[config.mk]
export PLATFORM = sky130hd
export DESIGN_NAME = asb_sideband
export DESIGN_NICKNAME = d
export VERILOG_FILES = /design/src/asb_pkg.sv /design/src/asb_line_if.sv /design/src/asb_line_monitor.sv /design/src/asb_sideband.sv
export SDC_FILE = /design/constraint.sdc
export NUM_CORES = 1
export LEC_CHECK = 0
export ABC_AREA = 1
export BUFFER_PORTS_ARGS = -buffer_cell sky130_fd_sc_hd__buf_2
export CORE_UTILIZATION = 30
export DETAILED_ROUTE_END_ITERATION = 12
export GPL_TIMING_DRIVEN = 0
export HOLD_SLACK_MARGIN = 0.08
export SLEW_MARGIN = 5
export SYNTH_ARGS = -nofsm -noshare
export SYNTH_HDL_FRONTEND = slang
export SYNTH_HIERARCHICAL = 1
export SYNTH_SLANG_ARGS = --single-unit
export TNS_END_PERCENT = 50
[constraint.sdc]
create_clock -name CLOCK -period 3.15 [get_ports CLOCK]
set_clock_uncertainty 0.15 [all_clocks]
set_input_delay 0.315 -clock CLOCK [delete_from_list [all_inputs] [get_ports CLOCK]]
set_output_delay 0.315 -clock CLOCK [all_outputs]
set_load 0.02 [all_outputs]
[src/asb_pkg.sv]
// Package of constants and types for the alert and suspend sideband block
package asb_pkg;

  // ==========================================================================
  // Clock and timing
  localparam int CLK_PERIOD_NS = 4;
  // The suspend indicator may fall right after STOP
  localparam int T_STOP2SUS_NS = 0;
  localparam int STOP2SUS_CYCLES = (T_STOP2SUS_NS + CLK_PERIOD_NS - 1) / CLK_PERIOD_NS;

  // ==========================================================================
  // Bus framing
  localparam int BYTE_BITS = 8;
  localparam int RW_BIT = 0;
  localparam int ADDR_MSB = 7;
  localparam int ADDR_LSB = 1;
  localparam int SYNC_LINES = 3;
  localparam int LINE_SCL = 0;
  localparam int LINE_SDA = 1;
  localparam int LINE_ALERT = 2;

  // ==========================================================================
  // Addresses and byte values
  localparam logic [6:0] ARA_ADDR = 7'h0C;
  localparam logic ARA_FILL_BIT = 1'b1;
  localparam logic RW_READ = 1'b1;
  localparam logic RW_WRITE = 1'b0;
  localparam logic [7:0] CRC_POLY = 8'h07;
  localparam logic [7:0] CRC_INIT = 8'h00;
  localparam logic [7:0] CFG_RESET = 8'h00;
  localparam logic [3:0] BIT_LAST = 4'h7;
  localparam logic [3:0] BIT_ZERO = 4'h0;

  // ==========================================================================
  // Slave engine states
  typedef enum logic [3:0] {
    ST_IDLE,
    ST_ADDR,
    ST_ADDR_ACK,
    ST_CFG,
    ST_CFG_ACK,
    ST_TX,
    ST_TX_ACK,
    ST_PEC_LOAD,
    ST_SKIP
  } asb_state_e;

endpackage

[src/asb_line_if.sv]
// Interface carrying the filtered bus lines and detected conditions
`timescale 1ns/1ps
interface asb_line_if;
  logic scl;
  logic sda;
  logic alert;
  logic scl_rise;
  logic scl_fall;
  logic start;
  logic stop;

  modport mon (
    output scl,
    output sda,
    output alert,
    output scl_rise,
    output scl_fall,
    output start,
    output stop
  );

  modport core (
    input scl,
    input sda,
    input alert,
    input scl_rise,
    input scl_fall,
    input start,
    input stop
  );
endinterface

[src/asb_line_monitor.sv]
// Pin synchronisers and START/STOP/edge detection for the bus lines
`timescale 1ns/1ps
module asb_line_monitor
  import asb_pkg::*;
(
  // Clock and reset
  input wire logic clk,
  input wire logic rst_n,
  // Raw pins
  input wire logic scl_pin,
  input wire logic sda_pin,
  input wire logic alert_pin,
  // Filtered lines
  asb_line_if.mon ln
);

  // ==========================================================================
  // Three-stage synchronisers
  logic [SYNC_LINES-1:0] raw;
  logic [SYNC_LINES-1:0] s1;
  logic [SYNC_LINES-1:0] s2;
  logic [SYNC_LINES-1:0] s3;
  logic [SYNC_LINES-1:0] flt;
  logic [SYNC_LINES-1:0] flt_d;

  assign raw[LINE_SCL] = scl_pin;
  assign raw[LINE_SDA] = sda_pin;
  assign raw[LINE_ALERT] = alert_pin;

  genvar g;
  generate
    for (g = 0; g < SYNC_LINES; g++) begin : g_sync
      // A change counts only when the last two stages agree
      always_ff @(posedge clk or negedge rst_n) begin
        if (!rst_n) begin
          s1[g] <= 1'b1;
          s2[g] <= 1'b1;
          s3[g] <= 1'b1;
          flt[g] <= 1'b1;
          flt_d[g] <= 1'b1;
        end else begin
          s1[g] <= raw[g];
          s2[g] <= s1[g];
          s3[g] <= s2[g];
          if (s2[g] == s3[g]) begin
            flt[g] <= s3[g];
          end
          flt_d[g] <= flt[g];
        end
      end
    end
  endgenerate

  // ==========================================================================
  // Conditions
  assign ln.scl = flt[LINE_SCL];
  assign ln.sda = flt[LINE_SDA];
  assign ln.alert = flt[LINE_ALERT];
  assign ln.scl_rise = flt[LINE_SCL] & ~flt_d[LINE_SCL];
  assign ln.scl_fall = ~flt[LINE_SCL] & flt_d[LINE_SCL];
  assign ln.start = flt[LINE_SCL] & flt_d[LINE_SCL] & flt_d[LINE_SDA] & ~flt[LINE_SDA];
  assign ln.stop = flt[LINE_SCL] & flt_d[LINE_SCL] & ~flt_d[LINE_SDA] & flt[LINE_SDA];

endmodule // asb_line_monitor

[src/asb_sideband.sv]
// Top of the suspend and alert sideband block with its alert-response slave
`timescale 1ns/1ps
module asb_sideband (
  // Clock and reset
  input wire logic CLOCK,
  input wire logic RST_N,
  // Bus pins
  input wire logic SCL_IN,
  input wire logic SDA_IN,
  output logic SDA_OUT,
  output logic SDA_OE,
  // Alert pin
  input wire logic ALERT_N_IN,
  output logic ALERT_N_OUT,
  output logic ALERT_N_OE,
  // Suspend control
  input wire logic SUSPEND_REQ,
  output logic SUSPEND_INDICATOR_N,
  output logic WAKE_REQ,
  output logic [7:0] SUSPEND_ACTION,
  // Device settings and status
  input wire logic [6:0] DEV_ADDR,
  input wire logic PEC_EN,
  input wire logic ALERT_REQ,
  output logic ALERT_PENDING,
  output logic ALERT_SERVED,
  output logic ARB_LOST,
  output logic ALERT_LINE_LOW,
  output logic BUS_ALIVE,
  output logic [7:0] CFG_VALUE
);
  import asb_pkg::*;

  // ==========================================================================
  // Line monitor
  asb_line_if ln ();

  asb_line_monitor u_mon (
    .clk(CLOCK),
    .rst_n(RST_N),
    .scl_pin(SCL_IN),
    .sda_pin(SDA_IN),
    .alert_pin(ALERT_N_IN),
    .ln(ln)
  );

  // ==========================================================================
  // CRC-8 used for the packet error code
  function automatic logic [7:0] crc8(input logic [7:0] crc_in, input logic [7:0] data);
    logic [7:0] c;
    c = crc_in ^ data;
    for (int i = 0; i < BYTE_BITS; i++) begin
      c = c[7] ? ((c << 1) ^ CRC_POLY) : (c << 1);
    end
    return c;
  endfunction

  // ==========================================================================
  // State
  asb_state_e state;
  logic [3:0] bit_cnt;
  logic [7:0] rx_sh;
  logic [7:0] tx_sh;
  logic [7:0] pec_byte;
  logic pec_due;
  logic sending_addr;
  logic ack_on;
  logic is_read;
  logic bus_busy;
  logic suspended;
  logic alert_pend;
  logic [7:0] cfg;

  // ==========================================================================
  // Decode of the byte being received
  wire [7:0] rx_next = {rx_sh[6:0], ln.sda};
  wire byte_done = (bit_cnt == BIT_LAST);
  wire hit_ara = (rx_next[ADDR_MSB:ADDR_LSB] == ARA_ADDR) && (rx_next[RW_BIT] == RW_READ) && alert_pend;
  wire hit_own = (rx_next[ADDR_MSB:ADDR_LSB] == DEV_ADDR) && (rx_next[RW_BIT] == RW_WRITE);
  wire may_answer = !suspended;
  wire [7:0] ara_reply = {DEV_ADDR, ARA_FILL_BIT};
  wire [7:0] ara_crc = crc8(crc8(CRC_INIT, {ARA_ADDR, RW_READ}), ara_reply);
  wire lost_bit = ~SDA_OE & tx_sh[7] & ~ln.sda;
  wire won_byte = (state == ST_TX) && ln.scl_rise && byte_done && !lost_bit && sending_addr;
  wire bus_idle_now = !bus_busy && !ln.start;
  wire enter_susp = SUSPEND_REQ && !suspended && bus_idle_now && !WAKE_REQ;
  wire leave_susp = !SUSPEND_REQ && suspended;
  wire wake_seen = suspended && ln.start;

  // ==========================================================================
  // Slave engine
  always_ff @(posedge CLOCK or negedge RST_N) begin
    if (!RST_N) begin
      state <= ST_IDLE;
      bit_cnt <= BIT_ZERO;
      rx_sh <= 8'h00;
      tx_sh <= 8'h00;
      pec_byte <= CRC_INIT;
      pec_due <= 1'b0;
      sending_addr <= 1'b0;
      ack_on <= 1'b0;
      is_read <= 1'b0;
      cfg <= CFG_RESET;
      SDA_OE <= 1'b0;
      ARB_LOST <= 1'b0;
    end else begin
      ARB_LOST <= 1'b0;
      if (ln.start) begin
        // Repeated START restarts address reception
        state <= ST_ADDR;
        bit_cnt <= BIT_ZERO;
        ack_on <= 1'b0;
        SDA_OE <= 1'b0;
      end else if (ln.stop) begin
        state <= ST_IDLE;
        ack_on <= 1'b0;
        SDA_OE <= 1'b0;
      end else begin
        case (state)
          ST_IDLE: begin
            SDA_OE <= 1'b0;
          end
          ST_ADDR: begin
            if (ln.scl_rise) begin
              rx_sh <= rx_next;
              bit_cnt <= bit_cnt + 4'h1;
              if (byte_done) begin
                bit_cnt <= BIT_ZERO;
                is_read <= hit_ara;
                if (may_answer && (hit_ara || hit_own)) begin
                  state <= ST_ADDR_ACK;
                end else begin
                  state <= ST_SKIP;
                end
              end
            end
          end
          ST_ADDR_ACK: begin
            if (ln.scl_fall) begin
              if (!ack_on) begin
                ack_on <= 1'b1;
                SDA_OE <= 1'b1;
              end else if (is_read) begin
                // Drive the first reply bit at the end of the ack slot
                ack_on <= 1'b0;
                tx_sh <= ara_reply;
                SDA_OE <= ~ara_reply[7];
                pec_byte <= ara_crc;
                pec_due <= PEC_EN;
                sending_addr <= 1'b1;
                state <= ST_TX;
              end else begin
                ack_on <= 1'b0;
                SDA_OE <= 1'b0;
                state <= ST_CFG;
              end
            end
          end
          ST_CFG: begin
            if (ln.scl_rise) begin
              rx_sh <= rx_next;
              bit_cnt <= bit_cnt + 4'h1;
              if (byte_done) begin
                bit_cnt <= BIT_ZERO;
                cfg <= rx_next;
                state <= ST_CFG_ACK;
              end
            end
          end
          ST_CFG_ACK: begin
            if (ln.scl_fall) begin
              ack_on <= ~ack_on;
              SDA_OE <= ~ack_on;
              if (ack_on) begin
                // One settings byte per message; further bytes are not acknowledged
                state <= ST_SKIP;
              end
            end
          end
          ST_TX: begin
            if (ln.scl_rise) begin
              if (lost_bit) begin
                // Lower address on the wire wins; stop driving at once
                SDA_OE <= 1'b0;
                ARB_LOST <= 1'b1;
                state <= ST_SKIP;
              end else if (byte_done) begin
                bit_cnt <= BIT_ZERO;
                state <= ST_TX_ACK;
              end else begin
                bit_cnt <= bit_cnt + 4'h1;
              end
            end else if (ln.scl_fall) begin
              tx_sh <= {tx_sh[6:0], 1'b0};
              SDA_OE <= ~tx_sh[6];
            end
          end
          ST_TX_ACK: begin
            if (ln.scl_fall) begin
              SDA_OE <= 1'b0;
            end else if (ln.scl_rise) begin
              sending_addr <= 1'b0;
              if (!ln.sda && pec_due) begin
                state <= ST_PEC_LOAD;
              end else begin
                state <= ST_SKIP;
              end
            end
          end
          ST_PEC_LOAD: begin
            if (ln.scl_fall) begin
              tx_sh <= pec_byte;
              SDA_OE <= ~pec_byte[7];
              pec_due <= 1'b0;
              state <= ST_TX;
            end
          end
          ST_SKIP: begin
            SDA_OE <= 1'b0;
          end
          default: begin
            state <= ST_IDLE;
            SDA_OE <= 1'b0;
          end
        endcase
      end
    end
  end

  // ==========================================================================
  // Alert request
  // A new request in the same cycle as the release keeps the line pulled
  always_ff @(posedge CLOCK or negedge RST_N) begin
    if (!RST_N) begin
      alert_pend <= 1'b0;
      ALERT_SERVED <= 1'b0;
    end else begin
      ALERT_SERVED <= won_byte;
      if (ALERT_REQ) begin
        alert_pend <= 1'b1;
      end else if (won_byte) begin
        alert_pend <= 1'b0;
      end
    end
  end

  // Open drain: output data is always low, only the enable moves
  always_ff @(posedge CLOCK or negedge RST_N) begin
    if (!RST_N) begin
      ALERT_N_OUT <= 1'b0;
      ALERT_N_OE <= 1'b0;
      SDA_OUT <= 1'b0;
      ALERT_PENDING <= 1'b0;
      ALERT_LINE_LOW <= 1'b0;
    end else begin
      ALERT_N_OUT <= 1'b0;
      SDA_OUT <= 1'b0;
      ALERT_N_OE <= alert_pend;
      ALERT_PENDING <= alert_pend;
      ALERT_LINE_LOW <= ~ln.alert;
    end
  end

  // ==========================================================================
  // Suspend indicator
  // Busy from START to STOP; suspend may only begin in the gap
  always_ff @(posedge CLOCK or negedge RST_N) begin
    if (!RST_N) begin
      bus_busy <= 1'b0;
    end else if (ln.start) begin
      bus_busy <= 1'b1;
    end else if (ln.stop) begin
      bus_busy <= 1'b0;
    end
  end

  always_ff @(posedge CLOCK or negedge RST_N) begin
    if (!RST_N) begin
      suspended <= 1'b0;
      SUSPEND_INDICATOR_N <= 1'b1;
    end else if (enter_susp) begin
      suspended <= 1'b1;
      SUSPEND_INDICATOR_N <= 1'b0;
    end else if (leave_susp) begin
      suspended <= 1'b0;
      SUSPEND_INDICATOR_N <= 1'b1;
    end
  end

  // Wake request holds until the system withdraws its suspend request,
  // so a START-triggered resume cannot fall straight back into suspend
  always_ff @(posedge CLOCK or negedge RST_N) begin
    if (!RST_N) begin
      WAKE_REQ <= 1'b0;
    end else if (wake_seen) begin
      WAKE_REQ <= 1'b1;
    end else if (!SUSPEND_REQ) begin
      WAKE_REQ <= 1'b0;
    end
  end

  // ==========================================================================
  // Status outputs
  always_ff @(posedge CLOCK or negedge RST_N) begin
    if (!RST_N) begin
      SUSPEND_ACTION <= CFG_RESET;
      CFG_VALUE <= CFG_RESET;
      BUS_ALIVE <= 1'b0;
    end else begin
      SUSPEND_ACTION <= suspended ? cfg : CFG_RESET;
      CFG_VALUE <= cfg;
      BUS_ALIVE <= ln.scl & ln.sda;
    end
  end

endmodule // asb_sideband

==> flow_summary.toml, run 1 <==
[cts]
cts.clk_slew.worst_paths_ns = 0.06
cts_buffer_depth = 2
cts_hold_buf = 6
cts-root-buf = "clkbuf_16"
clk_latency_ns = 0.34
ctsHtreeMaxLevel = 3
cts_sinks = 84
cts_buffers = 9
cts_tree = "built"
post_cts_buffers = 0
cts-resized-gates = 0

[critical_path]
critPathCapture = "cfg[3]"
cp_max_fo = 10
cp.required_ns = 3.24
crit_arrival_ns = 2.71
r2r_cells = 9
r2r_setup_slack_ns = 0.53
reg2reg_from = "u_mon/ln.sda"
crit_type = "reg -> reg"
end_kind = "flip-flop"
crit_start = "u_mon/ln.sda"
rr_endpoint = "cfg[3]"
cp-start-kind = "flip-flop"

[power]
clockPowerShare_pct = 43.3
powerDensity_nw_per_um2 = 561
pwr-share-comb_pct = 11.2
leakagePower_uw = 0.00231
irDropWorstVdd_mv = 0.250
seq_power_share_pct = 45.5
p_sw_uw = 667
internal_power_uw = 1940
swShare_pct = 25.6

[yosys]
avgSynthCellArea_um2 = 8.82
synth-compound-area-share_pct = 10.6
synth_top_family_by_area = "simple AND/OR/NAND/NOR gates"
yosysSeqAreaShare_pct = 55.3
synthCells = 435
synth_simple_gate_area_share_pct = 21.9
ys_warn_count = 6
synth_seq_cells = 84
yosysUniqueCellTypes = 38
synthXorXnorAreaFrac_pct = 3.88
synth_fa_ha_area_share_pct = 0.326
synth_area_um2 = 3840
synth.area.mux_share_pct = 0.293

[status]
outcome = "finished clean"

[timing]
timing.fmax_mhz = 382
tightest_slew_ns = 0.638
final.setup.tns_ns = 0
period_minus_slack_ns = 2.62
rsz0062_at_grt = "false"
setup_violations = 0
finalHoldViolCount = 0
finalCritPeriodShare_pct = 83.1
drv_slew = 0
maxSlewHeadroom_pct = 57.1

[layout]
nets = 507
antennaDiodeCount = 0
syn_to_final_growth_pct = 21.2
drive_above_1_share_pct = 20.4
final_cell_area_um2 = 4650
final_cell_mix = "nand2_1, dfrtp_1, inv_1, buf_2, nor2_1"
fillers = 1257
final_common_cell = "nand2_1"

[routing]
firstDrtPassIters = 4
drtIter0Drc = 201
wl_per_cell_um = 12.5
routed_wl_mm = 8.27
dr_total_vias = 2958
drc = 0
antenna_left = 0
vias_per_cell = 4.45

[die]
die_area_um2 = 13200
core-area_um2 = 12300
die_w_um = 115
die_y_um = 115
start_util_pct = 31.3
ios = 42
rows = 40

[placement]
place.gp.congestion = 0.872
port_buffers = 37
dp_hpwl_mm = 6.16
place_area_um2 = 4270

[global_route]
grt_pass1_wl_mm = 13.9
grt_max_degree = 56
grt_pass1_vias = 2809
antenna_found_initial = 0
grt.total_usage_pct = 13.6
grt.overflow.total = 0

[min_path]
hold_path.class = "in -> reg"

[job]
cap_viol_max_count = 0
how the worst min path moves through the flow:
| stage | startpoint | slack [ns] | end | cells after the start |
|---|---|---|---|---|
| floorplan | RST_N | -0.13 | ALERT_LINE_LOW | 0 |
| global placement | u_mon/s1[2] | 0.20 | u_mon/s2[2] | 0 |
| detailed placement | RST_N | 0.13 | ALERT_LINE_LOW | 1 |
| CTS | PEC_EN | 0.10 | pec_due | 3 |
| global route | PEC_EN | 0.11 | pec_due | 3 |
| finish | PEC_EN | 0.12 | pec_due | 3 |
sequential cells by signal, indices dropped and copies added (netlist names), 2 cells and up:
name	flops
CFG_VALUE	8
SUSPEND_ACTION	8
cfg	8
pec_byte	8
tx_sh	8
rx_sh	7
bit_cnt	4
state	4
u_mon/s1	3
u_mon/s2	3
u_mon/s3	3
u_mon/flt_d	2
metal layers:
layer / up-vias / share of wire, % / GRT usage (%)
met4: 0 / 0.95 / 3.64
met2: 55 / 45 / 20.4
met3: 6 / 4.5 / 4.11
met1: 1413 / 49 / 19.1
met5: - / 0 / 0
li1: 1484 / - / -
synth_stat cells:
cell type	number	area, um^2
nand2_1	108	405
dfrtp_1	69	1730
inv_1	54	203
nor2_1	33	124
a21oi_1	30	150
o21ai_0	30	150
nand3_1	18	90.1
dfstp_2	15	394
xor2_1	9	78.8
xnor2_1	8	70.1
nor3_1	7	35.0
buf_4	5	37.5
o21ai_1	5	25.0
clkbuf_1	4	15.0
nand4_1	4	25.0
nor2_2	4	25.0
a21oi_2	3	26.3
nand2_2	3	18.8
a31oi_1	2	12.5
buf_2	2	10.0
inv_2	2	7.51
nand2_4	2	22.5
nor2_4	2	22.5
o2111ai_1	2	17.5
buf_6	1	11.3
clkinv_1	1	3.75
conb_1	1	3.75
ha_1	1	12.5
inv_4	1	6.26
mux2_2	1	11.3
nand3_2	1	10.0
nand4_2	1	12.5
nor3_4	1	16.3
nor4_1	1	6.26
nor4_4	1	21.3
o21ai_4	1	16.3
o21bai_1	1	7.51
or2_2	1	6.26
layout make-up:
type / instances / area, um^2 / area share (%)
clock buffers: 9 / 225 / 4.84
inverters: 58 / 220 / 4.74
well taps: 168 / 210 / 4.52
multi-input cells: 282 / 1430 / 30.7
plain buffers: 12 / 73.8 / 1.59
flip-flops and latches: 84 / 2120 / 45.6
repair buffers: 44 / 275 / 5.92
clock inverters: 7 / 97.6 / 2.10
worst max-delay path, stage by stage (launching register included):
cell and delay [ns]:
dfstp_2 0.63, nor2_1 0.11, nor2_1 0.30, inv_1 0.23
nor2_1 0.22, inv_1 0.10, nor2_2 0.18, nand3_2 0.17
buf_2 0.21, o21ai_0 0.21
cell families after synthesis:
| family | count (synthesis) |
|---|---|
| flops | 84 |
| mux | 1 |
| buf+inv | 70 |
| simple gates | 187 |
| compound gates | 74 |
| other cells | 1 |
| xor+xnor | 17 |
| fa+ha+maj | 1 |
power groups by stage:
stage                     registers [uW]  logic [uW]  clock network (uW)
final                               1190         292                1130
after global placement              1200         279                   0
after floorplan                     1210         175                   0
after CTS                           1190         297                1160
after detailed placement            1210         289                   0
after global routing                1200         334                1200
through the flow:
| stage | cells | util (%) | power, uW | hold slack [ns] | setup slack, ns |
|---|---|---|---|---|---|
| after floorplan | 436 | - | 1390 | -0.131 | 1.21 |
| after global placement | 641 | 34.6 | 1480 | 0.197 | 0.491 |
| after detailed placement | 642 | 34.8 | 1490 | 0.125 | 0.541 |
| after CTS | 664 | 37.9 | 2640 | 0.102 | 0.469 |
| after global routing | 664 | 37.9 | 2730 | 0.114 | 0.267 |
| final | 664 | 37.9 | 2610 | 0.115 | 0.532 |
Note: power is estimated with default switching activity, not from simulation.
==> run 2: changes to the inputs <==
==> constraint.sdc (replaced) <==
create_clock -name CLOCK -period 2.6 [get_ports CLOCK]
set_clock_uncertainty 0.15 [all_clocks]
set_input_delay 0.26 -clock CLOCK [delete_from_list [all_inputs] [get_ports CLOCK]]
set_output_delay 0.26 -clock CLOCK [all_outputs]
set_load 0.02 [all_outputs]
==> flow_summary.toml, run 2 (synthesis results as in run 1) <==
[cts]
ctsHtreeMaxLevel = 3
cts.clk_slew.worst_paths_ns = 0.06
clk_latency_ns = 0.33
cts_tree = "built"
cts_sinks = 84
cts_buffer_depth = 2
cts-root-buf = "clkbuf_16"
cts_buffers = 9

[routing]
drtIter0Drc = 217
firstDrtPassIters = 4
dr_total_vias = 2995
antenna_left = 0
routed_wl_mm = 8.25
vias_per_cell = 4.50
drc = 0
wl_per_cell_um = 12.4

[layout]
antennaDiodeCount = 0
syn_to_final_growth_pct = 21.7
drive_above_1_share_pct = 21.1
nets = 509
instances_no_fill = 666
final_cell_mix = "nand2_1, dfrtp_1, inv_1, buf_2, nor2_1"
final_common_cell = "nand2_1"

[placement]
place_ws_ns = -0.00874
place.gp.congestion = 0.872
port_buffers = 37
dp_hpwl_mm = 6.16
dp.cells = 642

[die]
ios = 42
core-area_um2 = 12300
die_w_um = 115
start_util_pct = 31.3
die_y_um = 115
rows = 40
die_area_um2 = 13200

[critical_path]
end_kind = "flip-flop"
crit_arrival_ns = 2.46
cp_max_fo = 10
crit_type = "reg -> reg"
cp-start-kind = "flip-flop"
cp.required_ns = 2.71

[job]
cap_viol_max_count = 0

[power]
seq_power_share_pct = 45.4
powerDensity_nw_per_um2 = 677
p_sw_uw = 810
leakagePower_uw = 0.00231
pwr-share-comb_pct = 11.3
swShare_pct = 25.6
internal_power_uw = 2350
irDropWorstVdd_mv = 0.307
clockPowerShare_pct = 43.3

[global_route]
grt.overflow.total = 0
grt_max_degree = 56
antenna_found_initial = 0
grt.total_usage_pct = 13.7
grt_pass1_vias = 2815
grt_pass1_wl_mm = 13.9

[timing]
tightest_slew_ns = 0.645
maxSlewHeadroom_pct = 56.6
drv_slew = 0
setup_ws_ns = 0.256
setup_violations = 0
rsz0062_at_grt = "false"
finalHoldViolCount = 0
period_minus_slack_ns = 2.34
timing.fmax_mhz = 427
finalCritPeriodShare_pct = 90.2

[min_path]
hold_path.class = "in -> reg"

[status]
outcome = "finished clean"
run 2: final timing paths:
kind | from | to | slack [ns] | depth (start not counted)
setup reg to reg | u_mon/flt_d[0] | pec_byte[1] | 0.26 | 7
max in group asynchronous | RST_N | u_mon/s3[1] | 1.42 | 3
min in group asynchronous | RST_N | state[0] | 0.25 | 2
setup / recovery | u_mon/flt_d[0] | pec_byte[1] | 0.26 | 7
hold reg to reg | u_mon/s1[1] | u_mon/s2[1] | 0.21 | 0
hold / removal | DEV_ADDR[1] | pec_byte[2] | 0.18 | 3
run 2: metrics by stage:
stage | TNS [ns] | power (uW) | instance area, um^2 | util (%) | hold WS, ns
2_1_floorplan | 0 | 1680 | 3840 | - | -0.186
3_3_place_gp | -0.209 | 1800 | 4240 | 34.6 | 0.197
3_5_place_dp | -0.00874 | 1810 | 4270 | 34.8 | 0.0704
4_1_cts | 0 | 3200 | 4660 | 38.0 | 0.174
5_1_grt | 0 | 3310 | 4670 | 38.1 | 0.209
6_report | 0 | 3160 | 4670 | 38.1 | 0.182
run 2: final cells by class:
cell class / count / area, um^2
inverter: 58 / 220
clock buffer: 9 / 225
multi-input combinational: 282 / 1430
timing repair buffer: 46 / 293
tap: 168 / 210
fill: 1254 / 7590
clock inverter: 7 / 97.6
sequential: 84 / 2120
buffer: 12 / 73.8
run 2: power groups by stage:
| stage | sequential [uW] | combinational (uW) | clock [uW] |
|---|---|---|---|
| 6_report | 1440 | 357 | 1370 |
| 4_1_cts | 1440 | 361 | 1400 |
| 2_1_floorplan | 1470 | 212 | 0 |
| 3_3_place_gp | 1460 | 338 | 0 |
| 3_5_place_dp | 1460 | 351 | 0 |
| 5_1_grt | 1450 | 409 | 1450 |
run 2: repair_timing:
action | in CTS | in global routing
hold buffers | 7 | 0
pin swaps | 0 | 1
gates resized for setup | 1 | 2
endpoints found under the setup margin | 7 | 8
hold endpoints to repair | 37 | 0
buffers inserted | 0 | 1
run 2: per-layer routing:
layer	global-route usage (%)	share of wire, %
met1	19.1	49
met2	20.6	45
met3	4.11	4.5
met4	3.64	0.99
met5	0	0
run 2: critical path: stages (launching register included):
cell,delay (ns)
dfstp_2,0.56
inv_1,0.05
nor2_1,0.34
inv_1,0.25
nor4_4,0.53
buf_4,0.26
nand2_1,0.06
o21ai_1,0.07
==> run 3: changes to the inputs <==
--- a/config.mk
+++ b/config.mk
@@ -7,6 +7,7 @@
 export LEC_CHECK = 0
 export ABC_AREA = 1
 export BUFFER_PORTS_ARGS = -buffer_cell sky130_fd_sc_hd__buf_2
+export CORE_MARGIN = 8
 export CORE_UTILIZATION = 30
 export DETAILED_ROUTE_END_ITERATION = 12
 export GPL_TIMING_DRIVEN = 0
==> flow_summary.toml, run 3 (synthesis results as in run 1) <==
[cts]
cts_buffer_depth = 2
ctsHtreeMaxLevel = 3
cts_sinks = 84
cts-root-buf = "clkbuf_16"
cts_tree = "built"
cts_buffers = 9
clk_latency_ns = 0.34
cts.clk_slew.worst_paths_ns = 0.06

[global_route]
antenna_found_initial = 0
grt.overflow.total = 0
grt_pass1_wl_mm = 14.7
grt.total_usage_pct = 11.2
grt_pass1_vias = 2981
grt_max_degree = 65

[layout]
multi_input_area_um2 = 1430
fillers = 1314
regArea_um2 = 2120
final_cell_mix = "nand2_1, dfrtp_1, inv_1, buf_2, nor2_1"
final_common_cell = "nand2_1"
nets = 509
syn_to_final_growth_pct = 22.6
drive_above_1_share_pct = 20.9
antennaDiodeCount = 0

[timing]
maxSlewHeadroom_pct = 56.5
finalCritPeriodShare_pct = 90.2
period_minus_slack_ns = 2.35
setup_violations = 0
hold-worst-slack_ns = 0.154
finalHoldViolCount = 0
tightest_slew_ns = 0.647
drv_slew = 0
rsz0062_at_grt = "false"
timing.fmax_mhz = 426

[die]
ios = 42
die_w_um = 129
die_area_um2 = 16700
rows = 41
start_util_pct = 30.5
die_y_um = 129
core-area_um2 = 12600

[critical_path]
r2r_cells = 9
crit_start = "u_mon/ln.sda"
crit_type = "reg -> reg"
worst_path_largest_cell_delay_ns = 0.62
reg2reg_from = "u_mon/ln.sda"
crit_slowest_cell = "dfstp_2"
critPathTopFamily = "simple AND/OR/NAND/NOR gates"
end_kind = "flip-flop"
cp.required_ns = 2.70
cp_max_fo = 10
rr_endpoint = "cfg[4]"
crit_arrival_ns = 2.44
worst-path-buf-inv = 3
critPathCapture = "cfg[4]"
r2r_setup_slack_ns = 0.25
crit_chain = "nor2_1 -> nor2_2 -> inv_1 -> nor2_1 -> inv_1 -> nor2_2 -> nand3_2 -> buf_2 -> o21ai_0"
cp.depth = 9
cp-start-kind = "flip-flop"

[placement]
port_buffers = 37
dp_hpwl_mm = 6.32
place.gp.congestion = 0.867

[routing]
vias_per_cell = 4.39
routed_wl_mm = 8.57
dr_total_vias = 2939
drtIter0Drc = 189
wl_per_cell_um = 12.8
drc = 0
antenna_left = 0
firstDrtPassIters = 4

[power]
powerDensity_nw_per_um2 = 696
irDropWorstVdd_mv = 0.333
leakagePower_uw = 0.00233
power.total_uw = 3270

[min_path]
hold_path.class = "in -> reg"

[status]
outcome = "finished clean"

[job]
cap_viol_max_count = 0
run 3: worst min-delay path by stage:
stage	startpoint	to	slack (ns)	cells after the start
after floorplan	RST_N	ALERT_LINE_LOW	-0.19	0
after global placement	u_mon/s1[2]	u_mon/s2[2]	0.20	0
after detailed placement	RST_N	ALERT_LINE_LOW	0.02	1
after CTS	DEV_ADDR[1]	pec_byte[2]	0.15	3
after global routing	DEV_ADDR[1]	pec_byte[2]	0.16	3
final	DEV_ADDR[1]	pec_byte[2]	0.15	3
run 3: worst register-to-register path, stage by stage (launching register included):
cell and delay [ns]:
dfstp_2 0.62, nor2_1 0.13, nor2_2 0.14, inv_1 0.16
nor2_1 0.21, inv_1 0.09, nor2_2 0.19, nand3_2 0.17
buf_2 0.21, o21ai_0 0.18
run 3: final cells by class:
| cell class | count | share of cell area (%) |
|---|---|---|
| multi-input combinational | 282 | 30.4 |
| buffer | 12 | 1.57 |
| sequential | 84 | 45.1 |
| clock inverter | 6 | 2.37 |
| clock buffer | 10 | 5.08 |
| tap | 172 | 4.57 |
| inverter | 58 | 4.68 |
| timing repair buffer | 46 | 6.22 |
run 3: power by group:
group,total (uW),switching [uW],internal [uW]
Combinational,357,237,120
Clock,1480,516,964
Sequential,1440,47.0,1390
run 3: stage by stage:
step	std cells	area [um^2]	util, %	worst slack, ns	setup TNS, ns
after floorplan	436	3840	-	0.662	0
after global placement	645	4240	33.7	-0.0804	-0.361
after detailed placement	646	4270	34.0	-0.0860	-0.207
after CTS	669	4690	37.4	0.0298	0
after global routing	670	4700	37.4	0.0347	0
final	670	4700	37.4	0.254	0
run 3: timing repair:
item | 4_1_cts | 5_1_grt
setup buffers | 0 | 1
pin swaps | 0 | 1
gates resized for setup | 1 | 1
hold endpoints to repair | 84 | 0
hold buffers | 7 | 0
setup endpoints to repair | 8 | 10
run 3: layer usage:
layer  vias to the layer above  wire length [um]  track usage [%]
met5                         -                 0                0
met4                         0               104             3.73
met3                         6               393             3.74
met2                        55              3950             17.3
met1                      1388              4120             14.4
li1                       1490                 -                -
